**src/rtl/partition_cfg_pkg.sv**
```systemverilog
// constants, types and register layout for the partition selector and priority bank
// assumes a feature page frame of 4 KiB decoded by the surrounding fabric
package partition_cfg_pkg;

  // ----------------------------------------------------------------
  // register offsets inside one feature page
  // ----------------------------------------------------------------
  localparam logic [11:0] SELECTOR_OFFSET = 12'h100;
  localparam logic [11:0] PRIORITY_OFFSET = 12'h400;
  localparam logic [11:0] MAPPING_OFFSET  = 12'h600;

  // ----------------------------------------------------------------
  // selector field layout
  // ----------------------------------------------------------------
  localparam int          SEL_PARTITION_IDENTIFIER_LSB    = 0;
  localparam int          SEL_PARTITION_IDENTIFIER_MSB    = 15;
  localparam int          SEL_INTERNAL_BIT  = 16;
  localparam int          SEL_RIS_LSB       = 24;
  localparam int          SEL_RIS_MSB       = 27;
  localparam logic [31:0] SEL_PARTITION_IDENTIFIER_MASK   = 32'h0000_ffff;
  localparam logic [31:0] SEL_INTERNAL_MASK = 32'h0001_0000;
  localparam logic [31:0] SEL_RIS_MASK      = 32'h0f00_0000;
  localparam logic [31:0] SELECTOR_RESET    = 32'h0000_0000;

  // ----------------------------------------------------------------
  // priority field layout
  // ----------------------------------------------------------------
  localparam int          PRI_INT_LSB    = 0;
  localparam int          PRI_INT_MSB    = 15;
  localparam int          PRI_DS_LSB     = 16;
  localparam int          PRI_DS_MSB     = 31;
  localparam logic [31:0] PRIORITY_RESET = 32'h0000_0000;
  localparam int          PRI_FIELD_W    = 16;

  // ----------------------------------------------------------------
  // answer latency of every register access and lookup, in cycles
  // ----------------------------------------------------------------
  localparam int ACCESS_LATENCY = 2;

  typedef enum logic [1:0] {
    ERR_NONE,
    ERR_UNEXPECTED_INTERNAL,
    ERR_INTERNAL_PARTITION_RANGE
  } error_code_t;

  typedef struct packed {
    logic        write;
    logic        secure;
    logic [11:0] addr;
    logic [31:0] wdata;
  } reg_req_t;

  typedef struct packed {
    logic        secure;
    logic [3:0]  instance_sel;
    logic [15:0] partition;
  } lookup_req_t;

  typedef struct packed {
    logic [15:0] ds_pri;
    logic [15:0] int_pri;
  } priority_pair_t;

endpackage

```
**src/rtl/partition_select_priority_cfg.sv**
```systemverilog
// partition selector and per-partition priority registers, secure and non-secure pages
// assumes one request per cycle at most, taken the cycle it is presented
//
// Operation
// - 16-bit partition selector field picks the partition for later control accesses.
// - 4-bit instance selector picks the resource when supported, else reads zero.
// - without narrowing the internal bit reads zero and ignores writes.
// - internal bit clear: selector is a request partition, only for mapping register.
// - internal bit set: selector is an internal partition for other control accesses.
// - mapping register access with internal bit set raises unexpected-internal error.
// - other control access with narrowing and internal bit clear raises range error.
// - on selector errors read data is arbitrary and stored settings stay unchanged.
// - secure and non-secure pages have separate selectors in their own space.
// - upper field holds downstream priority when supported, else reads zero.
// - lower field holds internal priority when supported, else reads zero.
// - only the configured downstream width is kept, in the low bits.
// - only the configured internal width is kept, in the low bits.
// - zero-is-lowest flags set how each priority value is ranked.
// - priority accesses reach the chosen instance and partition.
// - without priority partitioning the priority location reads zero, ignores writes.
`timescale 1ns/1ns
module partition_select_priority_cfg #(
  parameter bit INSTANCE_SELECT_SUPPORTED       = 1'b1,
  parameter int NUM_INSTANCES                   = 2,
  parameter int NUM_PARTITIONS                  = 16,
  parameter bit NARROWING_SUPPORTED             = 1'b1,
  parameter bit PRIORITY_PARTITIONING_SUPPORTED = 1'b1,
  parameter bit DOWNSTREAM_PRIORITY_SUPPORTED   = 1'b1,
  parameter bit INTERNAL_PRIORITY_SUPPORTED     = 1'b1,
  parameter int DOWNSTREAM_PRIORITY_WIDTH       = 4,
  parameter int INTERNAL_PRIORITY_WIDTH         = 4,
  parameter bit DOWNSTREAM_ZERO_IS_LOWEST       = 1'b1,
  parameter bit INTERNAL_ZERO_IS_LOWEST         = 1'b1
) (
  // clock and reset
  input  wire logic                           i_clk,
  input  wire logic                           i_rst_n,
  // register access from the feature pages
  input  wire logic                           i_req_valid,
  input  wire partition_cfg_pkg::reg_req_t    i_req,
  output      logic                           o_ack,
  output      logic [31:0]                    o_rdata,
  // error report toward the error status register
  output      logic                           o_error_valid,
  output      partition_cfg_pkg::error_code_t o_error_code,
  output      logic                           o_error_secure,
  // priority lookup for traffic
  input  wire logic                           i_lookup_valid,
  input  wire partition_cfg_pkg::lookup_req_t i_lookup,
  output      logic                           o_lookup_valid,
  output      partition_cfg_pkg::priority_pair_t o_lookup_pri,
  output      partition_cfg_pkg::priority_pair_t o_lookup_rank
);

  // ----------------------------------------------------------------
  // sizing and masks
  // ----------------------------------------------------------------
  localparam int RIW   = (NUM_INSTANCES > 1) ? $clog2(NUM_INSTANCES) : 1;
  localparam int PIW   = (NUM_PARTITIONS > 1) ? $clog2(NUM_PARTITIONS) : 1;
  localparam int AW    = 1 + RIW + PIW;
  localparam int DEPTH = 2 ** AW;

  // reserved selector bits are dropped at write time so they always read zero
  localparam logic [31:0] SEL_WMASK = partition_cfg_pkg::SEL_PARTITION_IDENTIFIER_MASK
    | (NARROWING_SUPPORTED ? partition_cfg_pkg::SEL_INTERNAL_MASK : 32'h0000_0000)
    | (INSTANCE_SELECT_SUPPORTED ? partition_cfg_pkg::SEL_RIS_MASK : 32'h0000_0000);

  localparam logic [15:0] DS_MASK = DOWNSTREAM_PRIORITY_SUPPORTED ?
    16'((17'h0_0001 << DOWNSTREAM_PRIORITY_WIDTH) - 17'h0_0001) : 16'h0000;
  localparam logic [15:0] INT_MASK = INTERNAL_PRIORITY_SUPPORTED ?
    16'((17'h0_0001 << INTERNAL_PRIORITY_WIDTH) - 17'h0_0001) : 16'h0000;

  // ----------------------------------------------------------------
  // selector registers, one per security space
  // ----------------------------------------------------------------
  logic [31:0] sel_secure;
  logic [31:0] sel_nonsecure;
  logic [31:0] cur_sel;
  logic        cur_internal;
  logic [15:0] cur_partition_identifier;
  logic [3:0]  cur_ris;
  logic        cur_in_range;
  logic        is_sel;
  logic        is_pri;
  logic        is_map;
  logic        take;
  partition_cfg_pkg::error_code_t next_err;
  logic [AW-1:0] cfg_index;
  logic [AW-1:0] lookup_index;
  logic          store_wr;
  logic [31:0]   store_wdata;
  logic [31:0]   store_rdata_a;
  logic [31:0]   store_rdata_b;

  // ----------------------------------------------------------------
  // request decode
  // ----------------------------------------------------------------
  // every request is taken, the bank never stalls
  assign take   = i_req_valid;
  assign is_sel = (i_req.addr == partition_cfg_pkg::SELECTOR_OFFSET);
  assign is_pri = PRIORITY_PARTITIONING_SUPPORTED
                  && (i_req.addr == partition_cfg_pkg::PRIORITY_OFFSET);
  // mapping contents live outside; decoded only to check the internal bit
  assign is_map = NARROWING_SUPPORTED && (i_req.addr == partition_cfg_pkg::MAPPING_OFFSET);

  // the page that carries the access picks its own selector
  assign cur_sel      = i_req.secure ? sel_secure : sel_nonsecure;
  assign cur_internal = cur_sel[partition_cfg_pkg::SEL_INTERNAL_BIT];
  assign cur_partition_identifier   = cur_sel[partition_cfg_pkg::SEL_PARTITION_IDENTIFIER_MSB:
                                partition_cfg_pkg::SEL_PARTITION_IDENTIFIER_LSB];
  assign cur_ris      = cur_sel[partition_cfg_pkg::SEL_RIS_MSB:partition_cfg_pkg::SEL_RIS_LSB];
  // selectors past the implemented storage are reported as range errors
  assign cur_in_range = (32'(cur_partition_identifier) < NUM_PARTITIONS)
                        && (32'(cur_ris) < NUM_INSTANCES);

  // ----------------------------------------------------------------
  // selector error check
  // ----------------------------------------------------------------
  // the mapping test comes first; the two errors never apply together
  always_comb
  begin
    next_err = partition_cfg_pkg::ERR_NONE;
    if (is_map && cur_internal)
    begin
      next_err = partition_cfg_pkg::ERR_UNEXPECTED_INTERNAL;
    end
    else if (is_pri && ((NARROWING_SUPPORTED && !cur_internal) || !cur_in_range))
    begin
      next_err = partition_cfg_pkg::ERR_INTERNAL_PARTITION_RANGE;
    end
  end

  // ----------------------------------------------------------------
  // selector write
  // ----------------------------------------------------------------
  // both pages restart on partition zero of instance zero
  always_ff @(posedge i_clk)
  begin
    if (!i_rst_n)
    begin
      sel_secure    <= partition_cfg_pkg::SELECTOR_RESET;
      sel_nonsecure <= partition_cfg_pkg::SELECTOR_RESET;
    end
    else if (take && i_req.write && is_sel)
    begin
      if (i_req.secure)
      begin
        sel_secure <= i_req.wdata & SEL_WMASK;
      end
      else
      begin
        sel_nonsecure <= i_req.wdata & SEL_WMASK;
      end
    end
  end

  // ----------------------------------------------------------------
  // per-partition priority storage
  // ----------------------------------------------------------------
  // high selector bits never alias: out-of-range selectors error before any write
  assign cfg_index = {i_req.secure, cur_ris[RIW-1:0], cur_partition_identifier[PIW-1:0]};
  // lookups own the second read port, so traffic never waits on software
  assign lookup_index = {i_lookup.secure, i_lookup.instance_sel[RIW-1:0],
                         i_lookup.partition[PIW-1:0]};

  // an erroring write never reaches storage
  assign store_wr = take && i_req.write && is_pri
                    && (next_err == partition_cfg_pkg::ERR_NONE);
  assign store_wdata = {i_req.wdata[partition_cfg_pkg::PRI_DS_MSB:partition_cfg_pkg::PRI_DS_LSB]
                        & DS_MASK,
                        i_req.wdata[partition_cfg_pkg::PRI_INT_MSB:partition_cfg_pkg::PRI_INT_LSB]
                        & INT_MASK};

  priority_store #(
    .DEPTH (DEPTH),
    .AW    (AW),
    .W     (32)
  ) u_store (
    .i_clk       (i_clk),
    .i_rst_n     (i_rst_n),
    .i_wr_en     (store_wr),
    .i_wr_addr   (cfg_index),
    .i_wr_data   (store_wdata),
    .i_rd_addr_a (cfg_index),
    .o_rd_data_a (store_rdata_a),
    .i_rd_addr_b (lookup_index),
    .o_rd_data_b (store_rdata_b)
  );

  // ----------------------------------------------------------------
  // first answer stage, waits for the store read
  // ----------------------------------------------------------------
  // decode and store read fill one cycle, the output registers the next
  logic                           s1_valid;
  logic                           s1_read_pri;
  logic [31:0]                    s1_direct;
  logic                           s1_secure;
  partition_cfg_pkg::error_code_t s1_err;

  always_ff @(posedge i_clk)
  begin
    if (!i_rst_n)
    begin
      s1_valid    <= 1'b0;
      s1_read_pri <= 1'b0;
      s1_direct   <= 32'h0000_0000;
      s1_secure   <= 1'b0;
      s1_err      <= partition_cfg_pkg::ERR_NONE;
    end
    else
    begin
      s1_valid    <= take;
      s1_read_pri <= take && !i_req.write && is_pri
                     && (next_err == partition_cfg_pkg::ERR_NONE);
      // mapping register contents live elsewhere; unmapped reads give zero
      s1_direct   <= (take && !i_req.write && is_sel) ? cur_sel : 32'h0000_0000;
      s1_secure   <= i_req.secure;
      s1_err      <= take ? next_err : partition_cfg_pkg::ERR_NONE;
    end
  end

  // ----------------------------------------------------------------
  // answer and error report
  // ----------------------------------------------------------------
  always_ff @(posedge i_clk)
  begin
    if (!i_rst_n)
    begin
      o_ack   <= 1'b0;
      o_rdata <= 32'h0000_0000;
    end
    else
    begin
      o_ack   <= s1_valid;
      // erroring reads return zero, which is one of the allowed values
      o_rdata <= s1_read_pri ? store_rdata_a : s1_direct;
    end
  end

  always_ff @(posedge i_clk)
  begin
    if (!i_rst_n)
    begin
      o_error_valid  <= 1'b0;
      o_error_code   <= partition_cfg_pkg::ERR_NONE;
      o_error_secure <= 1'b0;
    end
    else
    begin
      o_error_valid  <= s1_valid && (s1_err != partition_cfg_pkg::ERR_NONE);
      o_error_code   <= s1_valid ? s1_err : partition_cfg_pkg::ERR_NONE;
      o_error_secure <= s1_secure;
    end
  end

  // ----------------------------------------------------------------
  // traffic lookup, rank makes a larger value always more urgent
  // ----------------------------------------------------------------
  logic                              lk_valid;
  logic                              lk_in_range;
  partition_cfg_pkg::priority_pair_t lk_raw;

  always_ff @(posedge i_clk)
  begin
    if (!i_rst_n)
    begin
      lk_valid    <= 1'b0;
      lk_in_range <= 1'b0;
    end
    else
    begin
      lk_valid    <= i_lookup_valid;
      lk_in_range <= (32'(i_lookup.partition) < NUM_PARTITIONS)
                     && (32'(i_lookup.instance_sel) < NUM_INSTANCES);
    end
  end

  // out-of-range lookups see zero, never an aliased entry
  assign lk_raw = lk_in_range ? store_rdata_b : partition_cfg_pkg::PRIORITY_RESET;

  always_ff @(posedge i_clk)
  begin
    if (!i_rst_n)
    begin
      o_lookup_valid <= 1'b0;
      o_lookup_pri   <= partition_cfg_pkg::PRIORITY_RESET;
      o_lookup_rank  <= partition_cfg_pkg::PRIORITY_RESET;
    end
    else
    begin
      o_lookup_valid <= lk_valid;
      o_lookup_pri   <= lk_raw;
      o_lookup_rank.ds_pri  <= DOWNSTREAM_ZERO_IS_LOWEST ? lk_raw.ds_pri
                                                         : (~lk_raw.ds_pri & DS_MASK);
      o_lookup_rank.int_pri <= INTERNAL_ZERO_IS_LOWEST ? lk_raw.int_pri
                                                       : (~lk_raw.int_pri & INT_MASK);
    end
  end

endmodule

```
**src/rtl/priority_store.sv**
```systemverilog
// per-partition priority storage, one write port and two registered read ports
// assumes the caller keeps every address below DEPTH
`timescale 1ns/1ns
module priority_store #(
  parameter int DEPTH = 64,
  parameter int AW    = 6,
  parameter int W     = 32
) (
  // clock and reset
  input  wire logic          i_clk,
  input  wire logic          i_rst_n,
  // write port
  input  wire logic          i_wr_en,
  input  wire logic [AW-1:0] i_wr_addr,
  input  wire logic [W-1:0]  i_wr_data,
  // read ports
  input  wire logic [AW-1:0] i_rd_addr_a,
  output      logic [W-1:0]  o_rd_data_a,
  input  wire logic [AW-1:0] i_rd_addr_b,
  output      logic [W-1:0]  o_rd_data_b
);

  logic [W-1:0] mem [DEPTH];

  // cleared on reset so no partition starts with stale priority
  always_ff @(posedge i_clk)
  begin
    if (!i_rst_n)
    begin
      for (int i = 0; i < DEPTH; i++)
      begin
        mem[i] <= '0;
      end
    end
    else if (i_wr_en)
    begin
      mem[i_wr_addr] <= i_wr_data;
    end
  end

  always_ff @(posedge i_clk)
  begin
    if (!i_rst_n)
    begin
      o_rd_data_a <= '0;
      o_rd_data_b <= '0;
    end
    else
    begin
      o_rd_data_a <= mem[i_rd_addr_a];
      o_rd_data_b <= mem[i_rd_addr_b];
    end
  end

endmodule

```
**config.mk**
```make
export PLATFORM = sky130hd
export DESIGN_NAME = partition_select_priority_cfg
export DESIGN_NICKNAME = d
export VERILOG_FILES = /design/src/rtl/partition_cfg_pkg.sv /design/src/rtl/partition_select_priority_cfg.sv /design/src/rtl/priority_store.sv
export SDC_FILE = /design/constraint.sdc
export NUM_CORES = 1
export LEC_CHECK = 0
export CAP_MARGIN = 20
export CELL_PAD_IN_SITES_DETAIL_PLACEMENT = 1
export CELL_PAD_IN_SITES_GLOBAL_PLACEMENT = 1
export CORE_MARGIN = 3
export CORE_UTILIZATION = 40
export CTS_CLUSTER_SIZE = 16
export DETAILED_ROUTE_END_ITERATION = 10
export DONT_BUFFER_PORTS = 1
export PLACE_DENSITY = 0.64
export REMOVE_ABC_BUFFERS = 1
export SLEW_MARGIN = 5
export SYNTH_ARGS = -nofsm -noshare
export SYNTH_HDL_FRONTEND = slang
export SYNTH_SLANG_ARGS = --single-unit
```
**constraint.sdc**
```tcl
create_clock -name i_clk -period 4.1 [get_ports i_clk]
set_clock_uncertainty 0.2 [all_clocks]
set_input_delay 0.41 -clock i_clk [delete_from_list [all_inputs] [get_ports i_clk]]
set_output_delay 0.41 -clock i_clk [all_outputs]
set_load 0.02 [all_outputs]
```
* Word level (Yosys, flattened, before mapping) *
Memories as Yosys holds them, arrays and structs flattened. A register that Yosys moved wholly into a read port is not among the register bits.
Cells that the tools add are included.

word-level totals
  memories = 1
  bits of input ports = 71
  RAM bits = 512
  bits in latches = 0
  memory bits (read-only) = 0
  bits in registers = 215

cells by class
  $add $sub $neg = 0
  $lt $le $gt $ge = 4
  shifts and indexed selects = 0
  multiply operators = 0
  mux-type cells = 11
  eq/ne operators = 3
  bitwise operators = 1
  reduce and logical (&&, ||, !) cells = 28
  divide/modulo/power cells = 0

memories
  name         words  width  rd ports  clocked after Yosys merged registers in  wr ports  RTL line              text
  u_store.mem  64     8      2         2                                        64        priority_store.sv:23  logic [W-1:0] mem [DEPTH];

operators by type and width
  kind                                                                            number
  16-bit by 5-bit less-than comparator with 1-bit output (second input constant)  2
  32-bit 2-to-1 mux                                                               1
  28-bit 2-to-1 mux                                                               1
  12-bit by 11-bit == test with 1-bit output (second input constant)              2
  1-bit logical AND                                                               13
  12-bit by 9-bit == test with 1-bit output (second input constant)               1
  2-bit AND reduction                                                             6
  4-bit by 2-bit less-than comparator with 1-bit output (second input constant)   2
  8-bit 2-to-1 mux                                                                1
  8-bit OR reduction                                                              1
  6-bit 2-to-1 mux                                                                1
  1-bit logical NOT                                                               5
  1-bit 2-to-1 mux                                                                5
  2-bit 2-to-1 mux                                                                2
  2-bit logical NOT                                                               1
  2-bit nonzero test                                                              1
  1-bit logical OR                                                                1
  1-bit NOT                                                                       1

* Depth between registers and ports, before layout *
  depth in word-level cells = 15
  gate-level depth with buffers = 12

* Cells and area by module *
Synthesis repeated with hierarchy kept, for this count alone.

second synthesis, totals
  cell total of the unflattened synthesis = 7596
  area, all modules = 116367.9 um^2

modules (own cells, without submodules)
  module                         seq. area each (um^2)  times used  area an instance (um^2)  cells each
  priority_store                 62780.2                1           111161.6                 7111
  partition_select_priority_cfg  2802.7                 1           5206.2                   485

* Worst setup path before layout *
Ideal clock, no wire load.

  path type = input to register
  start point = in i_req[44] (netlist name)
  end point = mem u_store.mem[16][0] (netlist name), enable pin
  slack = 1.011 ns
  stages on the path = 7
  data arrival time = 2.505 ns
  data required time = 3.516 ns
  setup time = 0.384 ns
  cells stage by stage = buf_6 buf_6 or2_2 o31ai_2 nand2_1 clkbuf_1 o21ai_0

RTL lines
  what             RTL line                             text
  start, declared  partition_select_priority_cfg.sv:40  input wire partition_cfg_pkg::reg_req_t i_req,
  end, declared    priority_store.sv:23

* Worst setup path after layout *
  start point = in i_req[44] (netlist name)
  end point = reg u_store.o_rd_data_a[18] (read register of u_store.mem)

between the ends
  longest elaborated chain between the ends = 1

ends and longest elaborated chain
  what               RTL line                              text
  28-bit 2-to-1 mux  partition_select_priority_cfg.sv:107  assign cur_sel = i_req.secure ? sel_secure : sel_nonsecure;
  end, declared      priority_store.sv:18                  output logic [W-1:0] o_rd_data_a,

Parallel ways exist; a longest one is shown, timed or not.
A chain may end at the register's enable or synchronous reset.

==> metrics list <==
- Outcome: completed
* Transition time of the tightest slew-check pin: 1.04 ns
- Root Buffer Master: sky130_fd_sc_hd__clkbuf_16
- For this design, the CTS-stage hold fixing added 52 buffers.
- Peak clock frequency supported by timing: 254 MHz
- Remaining DRCs: 0
- Die footprint: approximately 83000 sq um
- HPWL Detailed: 79300 microns
- Leading cell types in the layout, fill and taps excluded: sky130_fd_sc_hd__and2_1, sky130_fd_sc_hd__edfxtp_1, sky130_fd_sc_hd__nand2_1, sky130_fd_sc_hd__mux4_2, sky130_fd_sc_hd__buf_4
* Post-DRT Antenna Nets: 0
- Final worst path period need: 3.94 ns
- Synthesis inferred about 640 register bits.
- The cell that appears most often on the critical path is sky130_fd_sc_hd__a21oi_1.
- Dividing the detail-routed via count by the number of cells gives 6.31.
- Setup repair after global routing left no endpoint under its margin.
* Post-cts resize count: 0
* Area of the placeable core: 79100 sq um
- A synthesized cell averages 12.6 sq um.
- In the final routed layout, each cell accounts on average for 33.3 microns.
* Hold Crit Class: in2reg
- Hold Fails Final Rpt: 0
- Hold Path Stages: 2
- Clock tree synthesis found a total of roughly 640 sinks.
- The initialized floorplan defines 103 standard-cell rows.
- Pin count of the biggest net entering global routing: 129
* Critical Path RT: 4.44 ns
- Simple-gate share of the synthesized area: 15.8%
- Die height: about 290 microns
* Initial cell density of the core: 40.4%
- Fraction of final layout cells sized beyond drive strength 1: 19.1%
- Buffers inserted during clock tree synthesis total between 70 and 80.
- Multiplexer cells account for ~15% of the synthesized area.
- Register area share after synthesis: 55.9%
* Warnings from Yosys: 0
- Most common library cell in the layout ignoring fill and taps: sky130_fd_sc_hd__and2_1
* Total global-route track usage: about 30%
* Iteration-0 DRC count of the detailed router: 3157
- The total overflow left after global routing is 0.
- Maximum root-to-sink buffer count: 3
* Largest area contributor in the netlist: sky130_fd_sc_hd__edfxtp_1
* Cells along the critical path: dlygate4sd3_1, mux2i_4, buf_4, nand2_1, a21oi_1, a21oi_1, o211ai_1, o311ai_0, a311oi_1
- Path depth of the worst reg2reg path: 9
- Worst r2r dst: u_store.o_rd_data_a[0]$_SDFF_PN0_
* Synth Area in Adders: 0%
- IR analysis of the VDD net gives a maximum drop of ~0.00026 V.
* Fraction of registers with async set or reset after synthesis: 0%
- STA classifies the critical path endpoint as a register.
* Port Buffer Count: 0
- Insertion delay of the later-clocked pin in the worst-skew pair: roughly 0.63 ns
- R2r startpoint: sel_secure[0]$_SDFFE_PN0P_
* Most used DFF post-synth: sky130_fd_sc_hd__edfxtp_1
* Startpoint type of the worst setup path: input pin
* Standard cell with the maximum stage delay on the critical path: sky130_fd_sc_hd__dlygate4sd3_1
* Number of antenna violations at the first check in global routing: 5
- After technology mapping, the gate count stands at 2532.
- Once layout is done, the placed cells without fillers occupy 36800 sq um.
- Post-CTS Repair Setup Buffers: 0
- Number of violations of the max-capacitance limit: 0
* Number of vias after detailed routing: 23.5k
- Top-area cell type share of the netlist area: 48.1%
* Final worst-path cycle share: 96.2%
- Setup crit start: i_req[44]
* Layout Nets: 2678
- For the worst setup path, the data arrival time is roughly 4.3 ns.
- In this run the cell area measured after placement is approximately 34000 sq um.
- Distinct cells, synth: 65
- Routability-driven placement finished with a final weighted congestion of 0.925.
- Critical path's largest stage delay: approximately 0.99 ns
- The first global-routing pass estimated roughly 180000 microns of wire.
- The synthesized netlist occupies a cell area of 32000 sq um.
- The first detailed-routing pass took 8 iterations.
- The final layout contains routed wiring with a total length of 124000 microns.
* Layout Utilization: 46.6%
* Dominant delay contributor by cell family on the critical path: compound AO/OA/AOI/OAI gates
- The worst register-to-register path has a setup slack of 0.29 ns.
- H-Tree Level Count: 3
- The analysis attributes to cell leakage a power of 0.0128 uW.
- The setup path with the least slack is of type in2reg.
- CTS tree: yes
- WHS Endpoint: s1_secure$_SDFF_PN0_
- Largest family of logic cells by synthesized area: simple AND/OR/NAND/NOR gates
- Crit-path max FO: 32
- The via count of the first global-routing pass was 24.1k.
* Layout overhead on the synthesized area: 15.2%
- The worst hold path begins at i_req[44].
- Setup violations remaining at the end of the flow were counted as 0.
- Summing the areas of all compound-gate instances in the mapped netlist gives 8.74% of the synthesized area.
- Main area contributors after synthesis: sky130_fd_sc_hd__edfxtp_1, sky130_fd_sc_hd__mux4_2, sky130_fd_sc_hd__and2_1
- Clock-pin slew on the worst setup and hold paths: 0.05 ns
- The critical path contains buffers and inverters numbering 2 combined.
* Horiz. Die Dim: 289 microns
- P per Cell Area: ~420 nW/um^2
- Top-Level Pins: 173
- Fin. max-slew vios: 0
- Summing the areas of all xor and xnor instances in the mapped netlist gives 0% of the synthesized area.
* Rel. slew slack: 28.6%
* Post-synth EDFFs: 512
worst reg2reg max path, stage by stage, from the launching register on:
cell,delay [ns]
sky130_fd_sc_hd__dfxtp_1,0.62
sky130_fd_sc_hd__mux2_4,0.66
sky130_fd_sc_hd__buf_4,0.41
sky130_fd_sc_hd__mux2_2,0.40
sky130_fd_sc_hd__a22oi_1,0.15
sky130_fd_sc_hd__nor2_1,0.05
sky130_fd_sc_hd__a2111oi_0,0.65
sky130_fd_sc_hd__buf_4,0.23
sky130_fd_sc_hd__o31ai_1,0.06
sky130_fd_sc_hd__o31a_1,0.27
through the flow:
stage / TNS [ns] / hold slack (ns) / cells / power [uW] / worst slack [ns]
final: 0 / 0.0131 / 3723 / 15300 / 0.157
after global routing: 0 / 0.0163 / 3718 / 15700 / 0.102
after CTS: 0 / 0.000789 / 3718 / 15400 / 0.252
after detailed placement: 0 / 0.216 / 3528 / 8380 / 0.324
after global placement: 0 / 0.208 / 3528 / 8350 / 0.407
after floorplan: -44.01 / 0.206 / 2310 / 7970 / -0.618
final cells by class:
class,count,area (sq um)
diodes,5,12.5
repair buffers,220,2070
clock inverters,32,344
inverters,5,18.8
multi-input cells,1669,13100
well taps,1050,1310
fillers,8078,42300
clock buffers,106,2160
flip-flops and latches,636,17900
flip-flops by register name (all words and copies together), names as in the netlist, 2 cells and up:
signal,cells
u_store.mem,512
o_rdata,24
s1_direct,21
sel_nonsecure,21
sel_secure,21
o_lookup_rank,8
u_store.o_rd_data_a,8
u_store.o_rd_data_b,8
o_error_code,2
s1_err,2
Yosys cell counts (all sizes together), types with 18 or more instances:
master    n
mux2     30
mux2i    74
and2    544
dfxtp   124
and3     18
edfxtp  512
mux4    168
a221oi   33
a22oi    44
a21oi   101
clkbuf  149
nor2    139
o21ai    98
nand2   168
buf     128
a222oi   41
layer usage:
layer,vias up,GRT usage [%],wire (microns)
li1,9509,-,-
met1,12103,37.6,46300
met2,1520,46.9,57300
met3,368,7.34,13100
met4,0,15.9,7310
met5,-,0,0
worst max-delay path by stage:
stage                                         end  slack [ns]  depth (start not counted)
6_report       u_store.o_rd_data_a[18]$_SDFF_PN0_        0.16                          9
5_1_grt         u_store.o_rd_data_a[0]$_SDFF_PN0_        0.10                          9
4_1_cts        u_store.o_rd_data_a[18]$_SDFF_PN0_        0.25                         10
3_5_place_dp    u_store.o_rd_data_a[0]$_SDFF_PN0_        0.32                          9
3_3_place_gp    u_store.o_rd_data_a[0]$_SDFF_PN0_        0.41                          9
2_1_floorplan    u_store.mem[18][0]$_SDFFCE_PN0P_       -0.62                          4
kinds of logic after synthesis:
group | after synthesis
AND/OR/NAND/NOR | 930
other | 1
buffers and inverters | 282
flip-flops | 636
AO/OA/AOI/OAI | 411
multiplexers | 272
power breakdown:
group	switching (uW)	leakage [uW]	internal, uW	total [uW]
Combinational	607	0.00560	466	1070
Clock	2780	0.00122	4060	6840
Sequential	196	0.00594	7220	7420
Note: power is estimated with default switching activity, not from simulation.
